$ cat src/atrb_consts.svh
// Purpose: offsets, field positions, reset values for the analog trim register bank
// Assumes: byte-wide die-to-die register access, offsets relative to a window base
// Notes:   definitions only
`ifndef ATRB_CONSTS_SVH
`define ATRB_CONSTS_SVH

`define ATRB_BASE_BLOCKING    16'h0200
`define ATRB_BASE_NONBLOCKING 16'h0300
`define ATRB_OFS_LIN_WDOG     8'hF0
`define ATRB_OFS_BG_IREF      8'hF1
`define ATRB_OFS_SLEEP_BG     8'hF2
`define ATRB_OFS_ADC_OFS      8'hF3

`define ATRB_RST_LIN_WDOG     8'h00
`define ATRB_RST_BG_IREF      8'h00
`define ATRB_RST_SLEEP_BG     8'h00
`define ATRB_RST_ADC_OFS      8'h00
`define ATRB_SLEEP_BG_MASK    8'h1F

`define ATRB_BIT_LIN_EN       7
`define ATRB_BIT_LIN_ADJ      6
`define ATRB_BIT_WDOG_EN      5
`define ATRB_BIT_BG_EN        7
`define ATRB_BIT_BG_UP        5
`define ATRB_BIT_BG_DN        4
`define ATRB_BIT_IREF_EN      3
`define ATRB_BIT_SLP_EN       4
`define ATRB_BIT_SLP_LOCK     3
`define ATRB_BIT_ADC_EN       7
`define ATRB_BIT_SPARE_EN     3

`endif

$ cat src/atrb_pkg.sv
// Purpose: types for the analog trim register bank
// Assumes: nothing beyond the constants header
// Notes:   trim codes are passed raw; the analog side interprets them
package atrb_pkg;

  // bus request from the die-to-die slave
  typedef struct packed {
    logic        sel;
    logic        wr;
    logic [15:0] addr;
    logic [7:0]  wdata;
  } atrb_req_type;

  // gated trims presented to the analog circuits
  typedef struct packed {
    logic       lin_slope_adjust;
    logic [2:0] wdog_clk_trim_code;
    logic       main_bg_slope_up;
    logic       main_bg_slope_down;
    logic [2:0] cur_ref_trim_code;
    logic [2:0] sleep_ref_trim_code;
    logic       sleep_ref_trim_freeze;
    logic [2:0] adc_ofs_trim_code;
  } atrb_trim_type;

  typedef enum logic [1:0] {
    ATRB_SLP_OPEN   = 2'b01,
    ATRB_SLP_FROZEN = 2'b10
  } atrb_slp_state_type;

endpackage : atrb_pkg

$ cat src/atrb_bank.sv
// Purpose: four 8-bit trim registers with enable-gated analog trim outputs
// Assumes: req is synchronous to ref_clk and lasts one cycle per access
// Notes:   por_n models a full power-down; only it releases the sleep bandgap freeze
//          trim outputs carry raw codes; the analog cells turn them into steps
//          a disabled function other than a frozen sleep trim drives its zero code, which is its default setting
//          there is no low-power input, so the registers simply hold while idle
//
// How it works
// - trims at 0xF0-0xF3 in both windows
// - every trim register readable and writable
// - LIN slope applied only when enabled
// - LIN bit: zero default, one adjusted
// - watchdog code applied only when enabled
// - watchdog code mapping passed to clock
// - bandgap up/down honoured only when enabled
// - bit5 raises, bit4 lowers bandgap slope
// - current reference code gated by enable
// - current reference code mapping passed through
// - sleep trim accepted only when enabled
// - lock freezes sleep analog trim
// - reset clears digital copy, not lock
// - sleep code mapping, 000 default
// - ADC offset code gated by enable
// - ADC offset code in bits 6-4
// - spare bits are storage only, except sleep bits 7:5, which stay zero
// - contents kept in low-power mode
// - reset returns registers to defaults
`timescale 1ns/100ps
`include "atrb_consts.svh"

module atrb_bank
  import atrb_pkg::*;
(
  // clock and resets
  input  wire logic          ref_clk,
  input  wire logic          arst_n,
  input  wire logic          por_n,
  // die-to-die register access
  input  wire atrb_req_type  req,
  output logic [7:0]         rdata,
  output logic               rvalid,
  // analog trim outputs
  output atrb_trim_type      trim
);

  // reset release, and a separate power-on release for the frozen analog copy
  // each reset asserts at once but leaves through two flops, so no register
  // sees its reset end close to a clock edge
  // only the second flop of each pair is read outside this pair
  logic       rst_meta_q;
  logic       rst_sync_q;
  logic       por_meta_q;
  logic       por_sync_q;

  always_ff @(posedge ref_clk or negedge arst_n)
  begin
    if (!arst_n)
    begin
      rst_meta_q <= 1'b0;
      rst_sync_q <= 1'b0;
    end
    else
    begin
      rst_meta_q <= 1'b1;
      rst_sync_q <= rst_meta_q;
    end
  end

  always_ff @(posedge ref_clk or negedge por_n)
  begin
    if (!por_n)
    begin
      por_meta_q <= 1'b0;
      por_sync_q <= 1'b0;
    end
    else
    begin
      por_meta_q <= 1'b1;
      por_sync_q <= por_meta_q;
    end
  end

  wire rst_n = rst_sync_q;
  wire por_s = por_sync_q;

  // address decode: both windows reach the same four registers
  // an access outside the four offsets is ignored on write and reads zero
  function automatic logic hit(input logic [15:0] a, input logic [7:0] ofs);
    logic [15:0] blk_addr;
    logic [15:0] nbk_addr;
    blk_addr = `ATRB_BASE_BLOCKING + {8'h00, ofs};
    nbk_addr = `ATRB_BASE_NONBLOCKING + {8'h00, ofs};
    hit      = (a == blk_addr) || (a == nbk_addr);
  endfunction : hit

  wire hit_lin  = req.sel && hit(req.addr, `ATRB_OFS_LIN_WDOG);
  wire hit_bg   = req.sel && hit(req.addr, `ATRB_OFS_BG_IREF);
  wire hit_slp  = req.sel && hit(req.addr, `ATRB_OFS_SLEEP_BG);
  wire hit_adc  = req.sel && hit(req.addr, `ATRB_OFS_ADC_OFS);
  wire any_hit  = hit_lin || hit_bg || hit_slp || hit_adc;

  // strobes last one cycle; the bus raises sel once per access
  // a write strobe needs a hit, so stray addresses never touch a register
  wire rd_strobe = req.sel && !req.wr;
  wire wr_lin    = req.wr && hit_lin;
  wire wr_bg     = req.wr && hit_bg;
  wire wr_slp    = req.wr && hit_slp;
  wire wr_adc    = req.wr && hit_adc;

  // digital copies of the four registers
  // reset values are all zero, so every trim function starts disabled
  logic [7:0] lin_wdog_q;
  logic [7:0] bg_iref_q;
  logic [7:0] sleep_bg_q;
  logic [7:0] adc_ofs_q;

  // named fields; codes other than the sleep code are stored and read back even while their enable is clear
  wire       lin_slope_trim_en     = lin_wdog_q[`ATRB_BIT_LIN_EN];
  wire       lin_slope_adjust      = lin_wdog_q[`ATRB_BIT_LIN_ADJ];
  wire       wdog_clk_trim_en      = lin_wdog_q[`ATRB_BIT_WDOG_EN];
  wire [2:0] wdog_clk_trim_code    = lin_wdog_q[2:0];
  wire       main_bg_trim_en       = bg_iref_q[`ATRB_BIT_BG_EN];
  wire       main_bg_slope_up      = bg_iref_q[`ATRB_BIT_BG_UP];
  wire       main_bg_slope_down    = bg_iref_q[`ATRB_BIT_BG_DN];
  wire       cur_ref_trim_en       = bg_iref_q[`ATRB_BIT_IREF_EN];
  wire [2:0] cur_ref_trim_code     = bg_iref_q[2:0];
  wire       sleep_ref_trim_en     = sleep_bg_q[`ATRB_BIT_SLP_EN];
  wire       sleep_ref_trim_freeze = sleep_bg_q[`ATRB_BIT_SLP_LOCK];
  wire [2:0] sleep_ref_trim_code   = sleep_bg_q[2:0];
  wire       adc_ofs_trim_en       = adc_ofs_q[`ATRB_BIT_ADC_EN];
  wire [2:0] adc_ofs_trim_code     = adc_ofs_q[6:4];

  // a sleep register write lands only when its enable is already set or being set;
  // otherwise only the enable bit itself is taken, and bits 7:5 always stay zero
  function automatic logic [7:0] slp_next(input logic [7:0] cur, input logic [7:0] wd);
    logic en_cur;
    logic en_new;
    en_cur = cur[`ATRB_BIT_SLP_EN];
    en_new = wd[`ATRB_BIT_SLP_EN];
    if (en_cur || en_new)
      slp_next = wd & `ATRB_SLEEP_BG_MASK;
    else
      slp_next = (cur & 8'hEF) | {3'h0, en_new, 4'h0};
  endfunction : slp_next

  wire [7:0] slp_wr_val = slp_next(sleep_bg_q, req.wdata);

  // first register; no low-power input exists, so contents hold whenever idle
  // one short process per register keeps each write path easy to follow
  always_ff @(posedge ref_clk or negedge rst_n)
  begin
    if (!rst_n)
      lin_wdog_q <= `ATRB_RST_LIN_WDOG;
    else if (wr_lin)
      lin_wdog_q <= req.wdata;
  end

  // second register; spare bit 6 is stored and read back only
  always_ff @(posedge ref_clk or negedge rst_n)
  begin
    if (!rst_n)
      bg_iref_q <= `ATRB_RST_BG_IREF;
    else if (wr_bg)
      bg_iref_q <= req.wdata;
  end

  // third register; device reset clears this digital copy only
  always_ff @(posedge ref_clk or negedge rst_n)
  begin
    if (!rst_n)
      sleep_bg_q <= `ATRB_RST_SLEEP_BG;
    else if (wr_slp)
      sleep_bg_q <= slp_wr_val;
  end

  // fourth register; the spare enable and bits 2:0 are storage only
  always_ff @(posedge ref_clk or negedge rst_n)
  begin
    if (!rst_n)
      adc_ofs_q <= `ATRB_RST_ADC_OFS;
    else if (wr_adc)
      adc_ofs_q <= req.wdata;
  end

  // analog sleep trim: follows the digital copy until locked, then frozen to power-down
  // a write after the lock still changes the digital copy, never the analog one
  atrb_slp_state_type slp_state_q;
  atrb_slp_state_type slp_state_d;
  logic [2:0]         slp_analog_q;

  wire slp_armed = sleep_ref_trim_en;
  wire slp_lock  = slp_armed && sleep_ref_trim_freeze;

  // next-state logic; the frozen state has no way out but power-on
  always_comb
  begin
    case (slp_state_q)
      ATRB_SLP_OPEN:   slp_state_d = slp_lock ? ATRB_SLP_FROZEN : ATRB_SLP_OPEN;
      ATRB_SLP_FROZEN: slp_state_d = ATRB_SLP_FROZEN;
      default:         slp_state_d = ATRB_SLP_OPEN;
    endcase
  end

  // reset only by power-on so device reset cannot undo a lock
  always_ff @(posedge ref_clk or negedge por_s)
  begin
    if (!por_s)
    begin
      slp_state_q  <= ATRB_SLP_OPEN;
      slp_analog_q <= 3'h0;
    end
    else
    begin
      slp_state_q <= slp_state_d;
      if (slp_state_q == ATRB_SLP_OPEN)
        slp_analog_q <= slp_armed ? sleep_bg_q[2:0] : 3'h0;
    end
  end

  // enable gating; a disabled function falls back to its default code of zero
  // the same two helpers serve every function but the sleep trim, so the gating cannot drift apart
  function automatic logic gate1(input logic en, input logic v);
    gate1 = en & v;
  endfunction : gate1

  function automatic logic [2:0] gate3(input logic en, input logic [2:0] c);
    gate3 = en ? c : 3'h0;
  endfunction : gate3

  // gated trims; percentages are decoded in the analog cells, so codes pass raw
  // the bandgap up and down bits are passed as set, even if both are set at once
  wire       lin_adj_d   = gate1(lin_slope_trim_en, lin_slope_adjust);
  wire [2:0] wdog_code_d = gate3(wdog_clk_trim_en, wdog_clk_trim_code);
  wire       bg_up_d     = gate1(main_bg_trim_en, main_bg_slope_up);
  wire       bg_dn_d     = gate1(main_bg_trim_en, main_bg_slope_down);
  wire [2:0] iref_code_d = gate3(cur_ref_trim_en, cur_ref_trim_code);
  wire [2:0] adc_code_d  = gate3(adc_ofs_trim_en, adc_ofs_trim_code);
  wire       slp_frz_d   = (slp_state_q == ATRB_SLP_FROZEN);

  // read mux; unmapped addresses read zero
  // rdata is forced to zero outside a read so a stale byte never lingers
  wire [7:0] rd_mux = hit_lin ? lin_wdog_q :
                      hit_bg  ? bg_iref_q  :
                      hit_slp ? sleep_bg_q :
                      hit_adc ? adc_ofs_q  : 8'h00;

  // analog-facing copies held in the device-reset domain
  logic       lin_adj_q;
  logic [2:0] wdog_code_q;
  logic       bg_up_q;
  logic       bg_dn_q;
  logic [2:0] iref_code_q;
  logic [2:0] adc_code_q;
  // sleep-facing copies held in the power-on domain, so device reset keeps a lock
  logic [2:0] slp_code_q;
  logic       slp_frz_q;

  // read answer; rdata stands for one cycle only
  always_ff @(posedge ref_clk or negedge rst_n)
  begin
    if (!rst_n)
      rdata <= 8'h00;
    else
      rdata <= rd_strobe ? rd_mux : 8'h00;
  end

  // rvalid pulses for a read that hit one of the four registers
  always_ff @(posedge ref_clk or negedge rst_n)
  begin
    if (!rst_n)
      rvalid <= 1'b0;
    else
      rvalid <= rd_strobe && any_hit;
  end

  // enable-gated trims; each lags its register by one cycle
  always_ff @(posedge ref_clk or negedge rst_n)
  begin
    if (!rst_n)
      lin_adj_q <= 1'b0;
    else
      lin_adj_q <= lin_adj_d;
  end

  always_ff @(posedge ref_clk or negedge rst_n)
  begin
    if (!rst_n)
      wdog_code_q <= 3'h0;
    else
      wdog_code_q <= wdog_code_d;
  end

  always_ff @(posedge ref_clk or negedge rst_n)
  begin
    if (!rst_n)
      bg_up_q <= 1'b0;
    else
      bg_up_q <= bg_up_d;
  end

  always_ff @(posedge ref_clk or negedge rst_n)
  begin
    if (!rst_n)
      bg_dn_q <= 1'b0;
    else
      bg_dn_q <= bg_dn_d;
  end

  always_ff @(posedge ref_clk or negedge rst_n)
  begin
    if (!rst_n)
      iref_code_q <= 3'h0;
    else
      iref_code_q <= iref_code_d;
  end

  always_ff @(posedge ref_clk or negedge rst_n)
  begin
    if (!rst_n)
      adc_code_q <= 3'h0;
    else
      adc_code_q <= adc_code_d;
  end

  // a locked sleep trim survives device reset; only power-on clears it
  always_ff @(posedge ref_clk or negedge por_s)
  begin
    if (!por_s)
    begin
      slp_code_q <= 3'h0;
      slp_frz_q  <= 1'b0;
    end
    else
    begin
      slp_code_q <= slp_analog_q;
      slp_frz_q  <= slp_frz_d;
    end
  end

  // sleep fields come from the power-on flops, the rest from the device-reset flops;
  // the port is a plain gathering of flop outputs, with no logic in between
  assign trim = {lin_adj_q, wdog_code_q, bg_up_q, bg_dn_q, iref_code_q, slp_code_q, slp_frz_q, adc_code_q};

endmodule : atrb_bank

$ cat config.mk
export PLATFORM = sky130hd
export DESIGN_NAME = atrb_bank
export DESIGN_NICKNAME = d
export VERILOG_FILES = /design/src/atrb_pkg.sv /design/src/atrb_bank.sv
export VERILOG_INCLUDE_DIRS = /design/src
export SDC_FILE = /design/constraint.sdc
export NUM_CORES = 1
export LEC_CHECK = 0
export BUFFER_PORTS_ARGS = -buffer_cell sky130_fd_sc_hd__buf_2
export CORE_MARGIN = 1
export CORE_UTILIZATION = 54
export CTS_CLUSTER_DIAMETER = 30
export DETAILED_ROUTE_END_ITERATION = 10
export PLACE_DENSITY_LB_ADDON = 0.25
export SYNTH_ARGS = -nofsm -noshare
export SYNTH_HDL_FRONTEND = slang
export SYNTH_SLANG_ARGS = --single-unit
export TNS_END_PERCENT = 5
$ cat constraint.sdc
create_clock -name ref_clk -period 1.87 [get_ports ref_clk]
set_clock_uncertainty 0.1 [all_clocks]
set_input_delay 0.2805 -clock ref_clk [delete_from_list [all_inputs] [get_ports ref_clk]]
set_output_delay 0.2805 -clock ref_clk [all_outputs]
set_load 0.01 [all_outputs]
======== Word-level counts from Yosys, hierarchy flattened ========
Index checks and enable logic that the tools add are counted.
storage, ports and cells
  bits of input ports ..................... 29
  output and inout bits ................... 25
  bits in read-only memories .............. 0
  memories ................................ 0
  register bits ........................... 66
  bits in latches ......................... 0
  RAM bits ................................ 0
cells by class
  order comparisons ....................... 0
  divide/modulo/power cells ............... 0
  multiplexer cells ....................... 12
  equality and inequality tests ........... 10
  shifts and indexed selects .............. 0
  reduce and logical (&&, ||, !) cells .... 20
  $mul .................................... 0
  bitwise gates (word level) .............. 4
  $add $sub $neg .......................... 0
operators by type and width
  kind                                                                number
  16-bit by 10-bit == test with 1-bit output (second input constant)  8
  8-bit two-way mux                                                   6
  3-bit two-way mux                                                   4
  1-bit logical AND                                                   11
  1-bit logical OR                                                    8
  8-bit by 5-bit OR with 8-bit output                                 1
  2-bit case mux with 2 select lines                                  1
  1-bit AND                                                           3
  2-bit by 1-bit == test with 1-bit output (second input constant)    1
  2-bit == test (second input constant)                               1
  2-bit two-way mux                                                   1
  1-bit zero test                                                     1

======== Logic depth before layout (Yosys ltp) ========
Gate-level depths: netlist of run 1.
  word-level depth ........................ 8
  depth in mapped cells ................... 5
  gate-level depth less buffers ........... 4

======== Worst setup path after synthesis of run 1 ========
No wires, ideal clock.
  path kind ............................... in2reg
  start ................................... input req[19] in the netlist's numbering
  end ..................................... register adc_ofs_q[0]
  setup slack ............................. 62 ps
  data arrival time ....................... 1583 ps
  required time ........................... 1645 ps
  cell stages on the path ................. 5
  library setup time ...................... 125 ps
  cell sequence ........................... nor4b_4 -> nand4_4 -> or3_1 -> buf_6 -> mux2_4
on the way
  cells in the longest elaborated chain, start to end .. 4
  elaborated cells on any way between the ends .. 5
  those cells by class .................... eq/ne (2); reduce/logical (3)
RTL lines
  what                                        line              RTL
  start: declaration                          atrb_bank.sv:39   input wire atrb_req_type req,
  16-bit by 10-bit == test with 1-bit output  atrb_bank.sv:93   hit = (a == blk_addr) || (a == nbk_addr);
  1-bit logical OR *                          atrb_bank.sv:93
  1-bit logical AND *                         atrb_bank.sv:99   wire hit_adc = req.sel && hit(req.addr, `ATRB_OFS_ADC_OFS);
  1-bit logical AND *                         atrb_bank.sv:108  wire wr_adc = req.wr && hit_adc;
  end signal: assignment                      atrb_bank.sv:180  adc_ofs_q <= `ATRB_RST_ADC_OFS;
  end signal: assignment                      atrb_bank.sv:182  adc_ofs_q <= req.wdata;
  end: declaration                            atrb_bank.sv:115  logic [7:0] adc_ofs_q;
Every way passes the cells marked *; elsewhere a longest branch is shown, timed or not.
A chain may end at the register's enable or synchronous reset.

======== Final worst setup path of run 1 ========
  start ................................... input req[19] in the netlist's numbering
  end ..................................... register sleep_bg_q[2]
on the way
  cells in the longest elaborated chain, start to end .. 4
  elaborated cells on any way between the ends .. 5
  those cells by class .................... eq/ne (2); reduce/logical (3)
RTL lines
  what                                        line              RTL
  16-bit by 10-bit == test with 1-bit output  atrb_bank.sv:93
  1-bit logical OR *                          atrb_bank.sv:93
  1-bit logical AND *                         atrb_bank.sv:98   wire hit_slp = req.sel && hit(req.addr, `ATRB_OFS_SLEEP_BG);
  1-bit logical AND *                         atrb_bank.sv:107  wire wr_slp = req.wr && hit_slp;
  end signal: assignment                      atrb_bank.sv:171  sleep_bg_q <= `ATRB_RST_SLEEP_BG;
  end signal: assignment                      atrb_bank.sv:173  sleep_bg_q <= slp_wr_val;
  end: declaration                            atrb_bank.sv:114  logic [7:0] sleep_bg_q;
Marks and branches as above.

==> results of run 1 <==
## what timing repair did
| action | in CTS | in global routing |
|---|---|---|
| hold buffers | 2 | 0 |
| resized for setup | 0 | 0 |
| hold endpoints to repair | 4 | 0 |
## layout make-up
class | count | area [um2] | area share, %
clock buffer | 13 | 169 | 5.32
clock inverter | 3 | 40.0 | 1.26
inverter | 7 | 26.3 | 0.827
multi-input combinational | 101 | 922 | 29.0
sequential | 63 | 1580 | 49.7
tap | 52 | 65.1 | 2.05
timing repair buffer | 65 | 375 | 11.8
## state kept, by name (all words and copies together), names as in the netlist
name	count
adc_code_q	3
adc_ofs_q	8
bg_dn_q	1
bg_iref_q	8
bg_up_q	1
iref_code_q	3
lin_adj_q	1
lin_wdog_q	8
por_meta_q	1
por_s	1
rdata	8
rst_meta_q	1
rst_n	1
rvalid	1
sleep_bg_q	5
slp_analog_q	3
slp_code_q	3
slp_frz_q	1
slp_state_q	2
wdog_code_q	3
## layout by cell type, fill, tap and decap left out, types with 3 or more instances in the layout
cell type,instances
o21ai_0,4
or3_1,3
buf_2,52
a21oi_1,7
o211a_1,7
nand2_1,4
buf_4,10
nor2_1,10
mux2_2,13
nand3_1,3
clkbuf_8,12
inv_1,7
mux2i_1,4
dfrtp_1,61
mux2_4,16
and2_1,13
## cells in the mapped netlist, types with 2 or more instances
library cell | number | area share, %
buf_6 | 2 | 0.87
nor4_4 | 2 | 1.6
ha_1 | 2 | 0.96
or3_1 | 3 | 0.72
and2_1 | 13 | 3.1
nand2_1 | 4 | 0.58
clkbuf_1 | 5 | 0.72
buf_4 | 4 | 1.2
mux2_4 | 16 | 9.3
inv_1 | 7 | 1.0
mux2_2 | 13 | 5.6
a21oi_1 | 7 | 1.4
o21ai_0 | 4 | 0.77
nor2_1 | 10 | 1.4
nand2b_1 | 2 | 0.48
mux2i_1 | 4 | 1.5
nand3_1 | 3 | 0.58
o211a_1 | 7 | 2.7
dfrtp_1 | 62 | 60
a31oi_1 | 2 | 0.48
## layer usage
metal  share of wire [%]  wire [um]  vias to the layer above  GRT usage, %
met2                  49       2450                       55          34.5
met4                 1.4         68                        0          8.67
met5                   0          0                        -             0
met3                 6.4        320                        8          6.61
li1                    -          -                      747             -
met1                  44       2190                      811          30.8
## power by group
group,switching (mW),total [mW],internal (mW)
clock,0.516,1.24,0.721
combinational,0.0669,0.108,0.0415
sequential,0.00474,1.37,1.37
total,0.588,2.72,2.13
## path summary, 6_finish.rpt
kind,slack [ns],cells after the start,endpoint
setup / recovery,0.17,6,sleep_bg_q[2]
hold / removal,0.05,0,slp_analog_q[1]
setup reg to reg,0.21,3,sleep_bg_q[2]
hold reg to reg,0.05,0,slp_analog_q[1]
max in group asynchronous,0.99,1,adc_ofs_q[7]
min in group ref_clk,0.11,2,bg_iref_q[7]
## cell families (layout without fill, tap and decap cells)
| kind of cell | count (synthesis) | after routing | share of synthesized area (%) |
|---|---|---|---|
| AO/OA/AOI/OAI | 20 | 20 | 5.31 |
| other | 1 | 2 | 0.145 |
| multiplexers | 34 | 34 | 17.3 |
| adder cells (fa/ha/maj) | 2 | 2 | 0.965 |
| AND/OR/NAND/NOR | 43 | 43 | 11.7 |
| flip-flops | 63 | 63 | 60.8 |
| buffers and inverters | 18 | 88 | 3.76 |
## metrics by stage
step	total power, mW	instances	hold slack (ns)
2_1_floorplan	1.44	182	-0.115
3_3_place_gp	1.50	286	-0.0344
3_5_place_dp	1.50	286	-0.0325
4_1_cts	2.73	304	0.0457
5_1_grt	2.81	304	0.0690
6_report	2.72	304	0.0456
==> results.sh, run 1 <==
export IMPL_worstSetupStartpoint="req[19]"
export IMPL_ctsRootBufferMaster="clkbuf_8"
export IMPL_cts_buffer_depth=2
export IMPL_synth_cell_types=29
export IMPL_utilization_pct=71.0
export IMPL_cts_setup_buffers=0
export IMPL_port_buffer_count=52
export IMPL_hold_viol_final=0
export IMPL_fin_tns_setup_ns=0
export IMPL_fmax_mhz=589
export IMPL_slowest_delay_ns=0.40
export IMPL_antenna_found_initial=0
export IMPL_cts_sinks=63
export IMPL_clk_latency_ns=0.34
export IMPL_clkTransAtPathRegs_ns=0.07
export IMPL_worst_ep_required_time_ns=1.99
export IMPL_r2r_start="sleep_bg_q[4]"
export IMPL_hold_path_class="reg -> async"
export IMPL_grt_overflow=0
export IMPL_crit_family="simple AND/OR/NAND/NOR gates"
export IMPL_drcViolationCount=5
export IMPL_rsz0062_at_grt="false"
export IMPL_ys_warn_count=0
export IMPL_dpl_worst_slack_ns=-0.160
export IMPL_die_w_um=71.3
export IMPL_netlist_instances=181
export IMPL_finalSetupViolCount=0
export IMPL_finalCriticalPeriod_ns=1.70
export IMPL_viasPerCell=5.33
export IMPL_gp_congestion=0.811
export IMPL_yosys_register_bits=63
export IMPL_grt_usage_pct=22.5
export IMPL_p_leak_nw=1.79
export IMPL_core_area_mm2=0.00447
export IMPL_critPathSlowestCell="mux2_2"
export IMPL_arrival_ns=1.82
export IMPL_ir_worst_vdd_v=0.000784
export IMPL_cp_max_fo=5
export IMPL_relSlewSlack_pct=58.1
export IMPL_wire_per_inst_um=16.5
export IMPL_netlist_area_mm2=0.00259
export IMPL_die_area_mm2=0.00508
export IMPL_synth_top_flop_cell="dfrtp_1"
export IMPL_dpl_hpwl_mm=3.38
export IMPL_cp_buffers_inverters=2
export IMPL_htree_num_levels=3
export IMPL_num_vias=1621
export IMPL_cap_violations=0
export IMPL_synth_edf_count=0
export IMPL_grt_max_degree=51
export IMPL_cp_end_kind="flop"
export IMPL_worst_pin_slew_ns=0.628
export IMPL_cts_tree="built"
export IMPL_nNetsFinal=278
export IMPL_n_fill_cell=300
export IMPL_p_per_area_mw_per_mm2=855
export IMPL_cp_start_kind="input port"
export IMPL_grt_pass1_wl_mm=8.34
export IMPL_die_h_um=71.3
export IMPL_cts_buffers=9
export IMPL_ant_nets=0
export IMPL_slew_violations=0
export IMPL_syn_avg_cell_area_um2=14.3
export IMPL_crit_chain="buf_2, nor4b_4, nand4_4, buf_12, nor4_4, mux2_2"
export IMPL_placed_area_mm2=0.00295
export IMPL_grt_pass1_vias=1650
export IMPL_wirelength_mm=5.03
export IMPL_final_area_mm2=0.00318
export IMPL_period_share_pct=90.8
export IMPL_area_delta_synth_final_pct=22.5
export IMPL_layout_drive_gt1_share_pct=45.6
export IMPL_dr_pass1_iters=8
export IMPL_status="complete, but fails checks"
export IMPL_ioPinCount=54
export IMPL_failed_checks="DRC"
export IMPL_fp_row_count=24
export IMPL_start_util_pct=58.0
export IMPL_path_class="in -> reg"
export IMPL_synth_seq_area_share_pct=60.8
export IMPL_synthArstFlopShare_pct=100
export IMPL_setup_slack_ns=0.171
export IMPL_diodes=0
export IMPL_drt_iter0_drc=100
No activity file was read; power rests on OpenSTA's default activity.
==> run 2, diff against run 1 <==
Settings changed: CORE_UTILIZATION 54 to 55.
Clock period 1.87 ns to 2 ns, I/O delays scaled along.
==> run 2 against run 1 <==
Cell count up 0.33%. First-iteration DRC count decreased by 14%. Largest cell class unchanged. Combinational power is 9% lower. Sequential power down 7%. The flow still finishes with violations (DRC). Largest power group unchanged.
==> results.sh, run 2 (same netlist as run 1, synthesis figures left out) <==
export IMPL_slew_violations=0
export IMPL_grt_max_degree=51
export IMPL_ant_nets=0
export IMPL_grt_pass1_wl_mm=7.85
export IMPL_die_area_mm2=0.00499
export IMPL_seqPwrFrac_pct=54.9
export IMPL_swShare_pct=21.6
export IMPL_clkTransAtPathRegs_ns=0.07
export IMPL_finalPower_mw=2.34
export IMPL_dpl_worst_slack_ns=-0.0256
export IMPL_dr_pass1_iters=7
export IMPL_path_class="in -> reg"
export IMPL_nNetsFinal=279
export IMPL_core_area_mm2=0.00444
export IMPL_cts_tree="built"
export IMPL_period_share_pct=83.5
export IMPL_relSlewSlack_pct=58.4
export IMPL_port_buffer_count=52
export IMPL_hold_path_class="reg -> async"
export IMPL_die_h_um=70.7
export IMPL_cap_violations=0
export IMPL_cts_buffer_depth=2
export IMPL_die_w_um=70.7
export IMPL_ioPinCount=54
export IMPL_r2r_end="sleep_bg_q[1]"
export IMPL_clk_latency_ns=0.34
export IMPL_finalSetupViolCount=0
export IMPL_reg2regPathDepth=3
export IMPL_htree_num_levels=3
export IMPL_arrival_ns=1.79
export IMPL_worst_pin_slew_ns=0.625
export IMPL_grt_usage_pct=21.5
export IMPL_cts_buffers=9
export IMPL_cts_setup_buffers=0
export IMPL_fmax_mhz=599
export IMPL_wirelength_mm=4.72
export IMPL_drt_iter0_drc=86
export IMPL_p_clk_share_pct=40.9
export IMPL_r2r_start="sleep_bg_q[4]"
export IMPL_rsz0062_at_grt="false"
export IMPL_dpl_hpwl_mm=3.33
export IMPL_crit_family="simple AND/OR/NAND/NOR gates"
export IMPL_crit_chain="buf_2, nor4b_4, nand4_4, or3_1, buf_4, mux2_4"
export IMPL_num_vias=1594
export IMPL_worst_ep_required_time_ns=2.12
export IMPL_fin_tns_setup_ns=0
export IMPL_diodes=0
export IMPL_final_cell_mix="61 x dfrtp_1, 52 x buf_2, 16 x mux2_4, 13 x and2_1, 13 x mux2_2"
export IMPL_slowest_delay_ns=0.41
export IMPL_cp_end_kind="flop"
export IMPL_grt_overflow=0
export IMPL_hold_viol_final=0
export IMPL_setup_slack_ns=0.331
export IMPL_p_int_mw=1.83
export IMPL_timing_reg2reg_setup_slack_ns=0.47
export IMPL_whs_ns=0.0440
export IMPL_gp_congestion=0.757
export IMPL_cp_buffers_inverters=2
export IMPL_wire_per_inst_um=15.5
export IMPL_pwr_share_comb_pct=4.2
export IMPL_ir_worst_vdd_v=0.000415
export IMPL_cp_start_kind="input port"
export IMPL_drcViolationCount=12
export IMPL_start_util_pct=58.4
export IMPL_critPathSlowestCell="or3_1"
export IMPL_antenna_found_initial=0
export IMPL_p_switching_mw=0.505
export IMPL_grt_pass1_vias=1643
export IMPL_area_delta_synth_final_pct=21.3
export IMPL_failed_checks="DRC"
export IMPL_cp_max_fo=4
export IMPL_finalCriticalPeriod_ns=1.67
export IMPL_fp_row_count=24
export IMPL_ctsRootBufferMaster="clkbuf_8"
export IMPL_p_per_area_mw_per_mm2=743
export IMPL_viasPerCell=5.23
export IMPL_status="complete, but fails checks"
export IMPL_utilization_pct=70.8
export IMPL_cts_sinks=63
export IMPL_p_leak_nw=1.78
export IMPL_layout_drive_gt1_share_pct=44.7
export IMPL_final_common_cell="dfrtp_1"
==> run 2: routing by layer <==
layer	track usage, %	vias to the layer above	wire length, um
li1	-	756	-
met1	29.4	783	2180
met2	32.5	45	2210
met3	4.99	10	223
met4	11.3	0	110
met5	0	-	0
==> run 2: per-stage QoR <==
stage	instances	cell area, um2
after floorplan	182	2600
after global placement	287	2960
after detailed placement	287	2960
after CTS	305	3150
after global routing	305	3150
final	305	3150
==> run 2: power by group through the flow <==
stage | Clock (mW) | Sequential [mW] | Combinational (mW)
final | 0.958 | 1.28 | 0.0983
after global placement | 0 | 1.31 | 0.0957
after detailed placement | 0 | 1.31 | 0.0967
after global routing | 1.03 | 1.28 | 0.110
after CTS | 0.974 | 1.28 | 0.100
after floorplan | 0 | 1.32 | 0.0286
==> run 2: how the worst max path moves through the flow <==
stage                   end  slack [ns]     from  cells after the start
2_1_floorplan  adc_ofs_q[0]        0.17  req[19]                      5
5_1_grt        adc_ofs_q[6]        0.25  req[19]                      6
3_3_place_gp   adc_ofs_q[1]      -0.003  req[19]                      6
4_1_cts        adc_ofs_q[2]        0.33  req[19]                      6
6_report       adc_ofs_q[2]        0.33  req[19]                      6
3_5_place_dp   adc_ofs_q[2]       -0.03  req[19]                      6
==> run 2: final cells by class <==
class                      instances  area [um2]
sequential                        63        1580
fill                             325        1300
multi-input combinational        101         922
timing repair buffer              66         383
clock buffer                      15         166
tap                               52        65.1
inverter                           7        26.3
clock inverter                     1        5.00
==> run 2: repair_timing <==
item	in CTS	in global routing
endpoints found under the hold margin	4	0
hold buffers	2	0
gates resized for setup	0	0
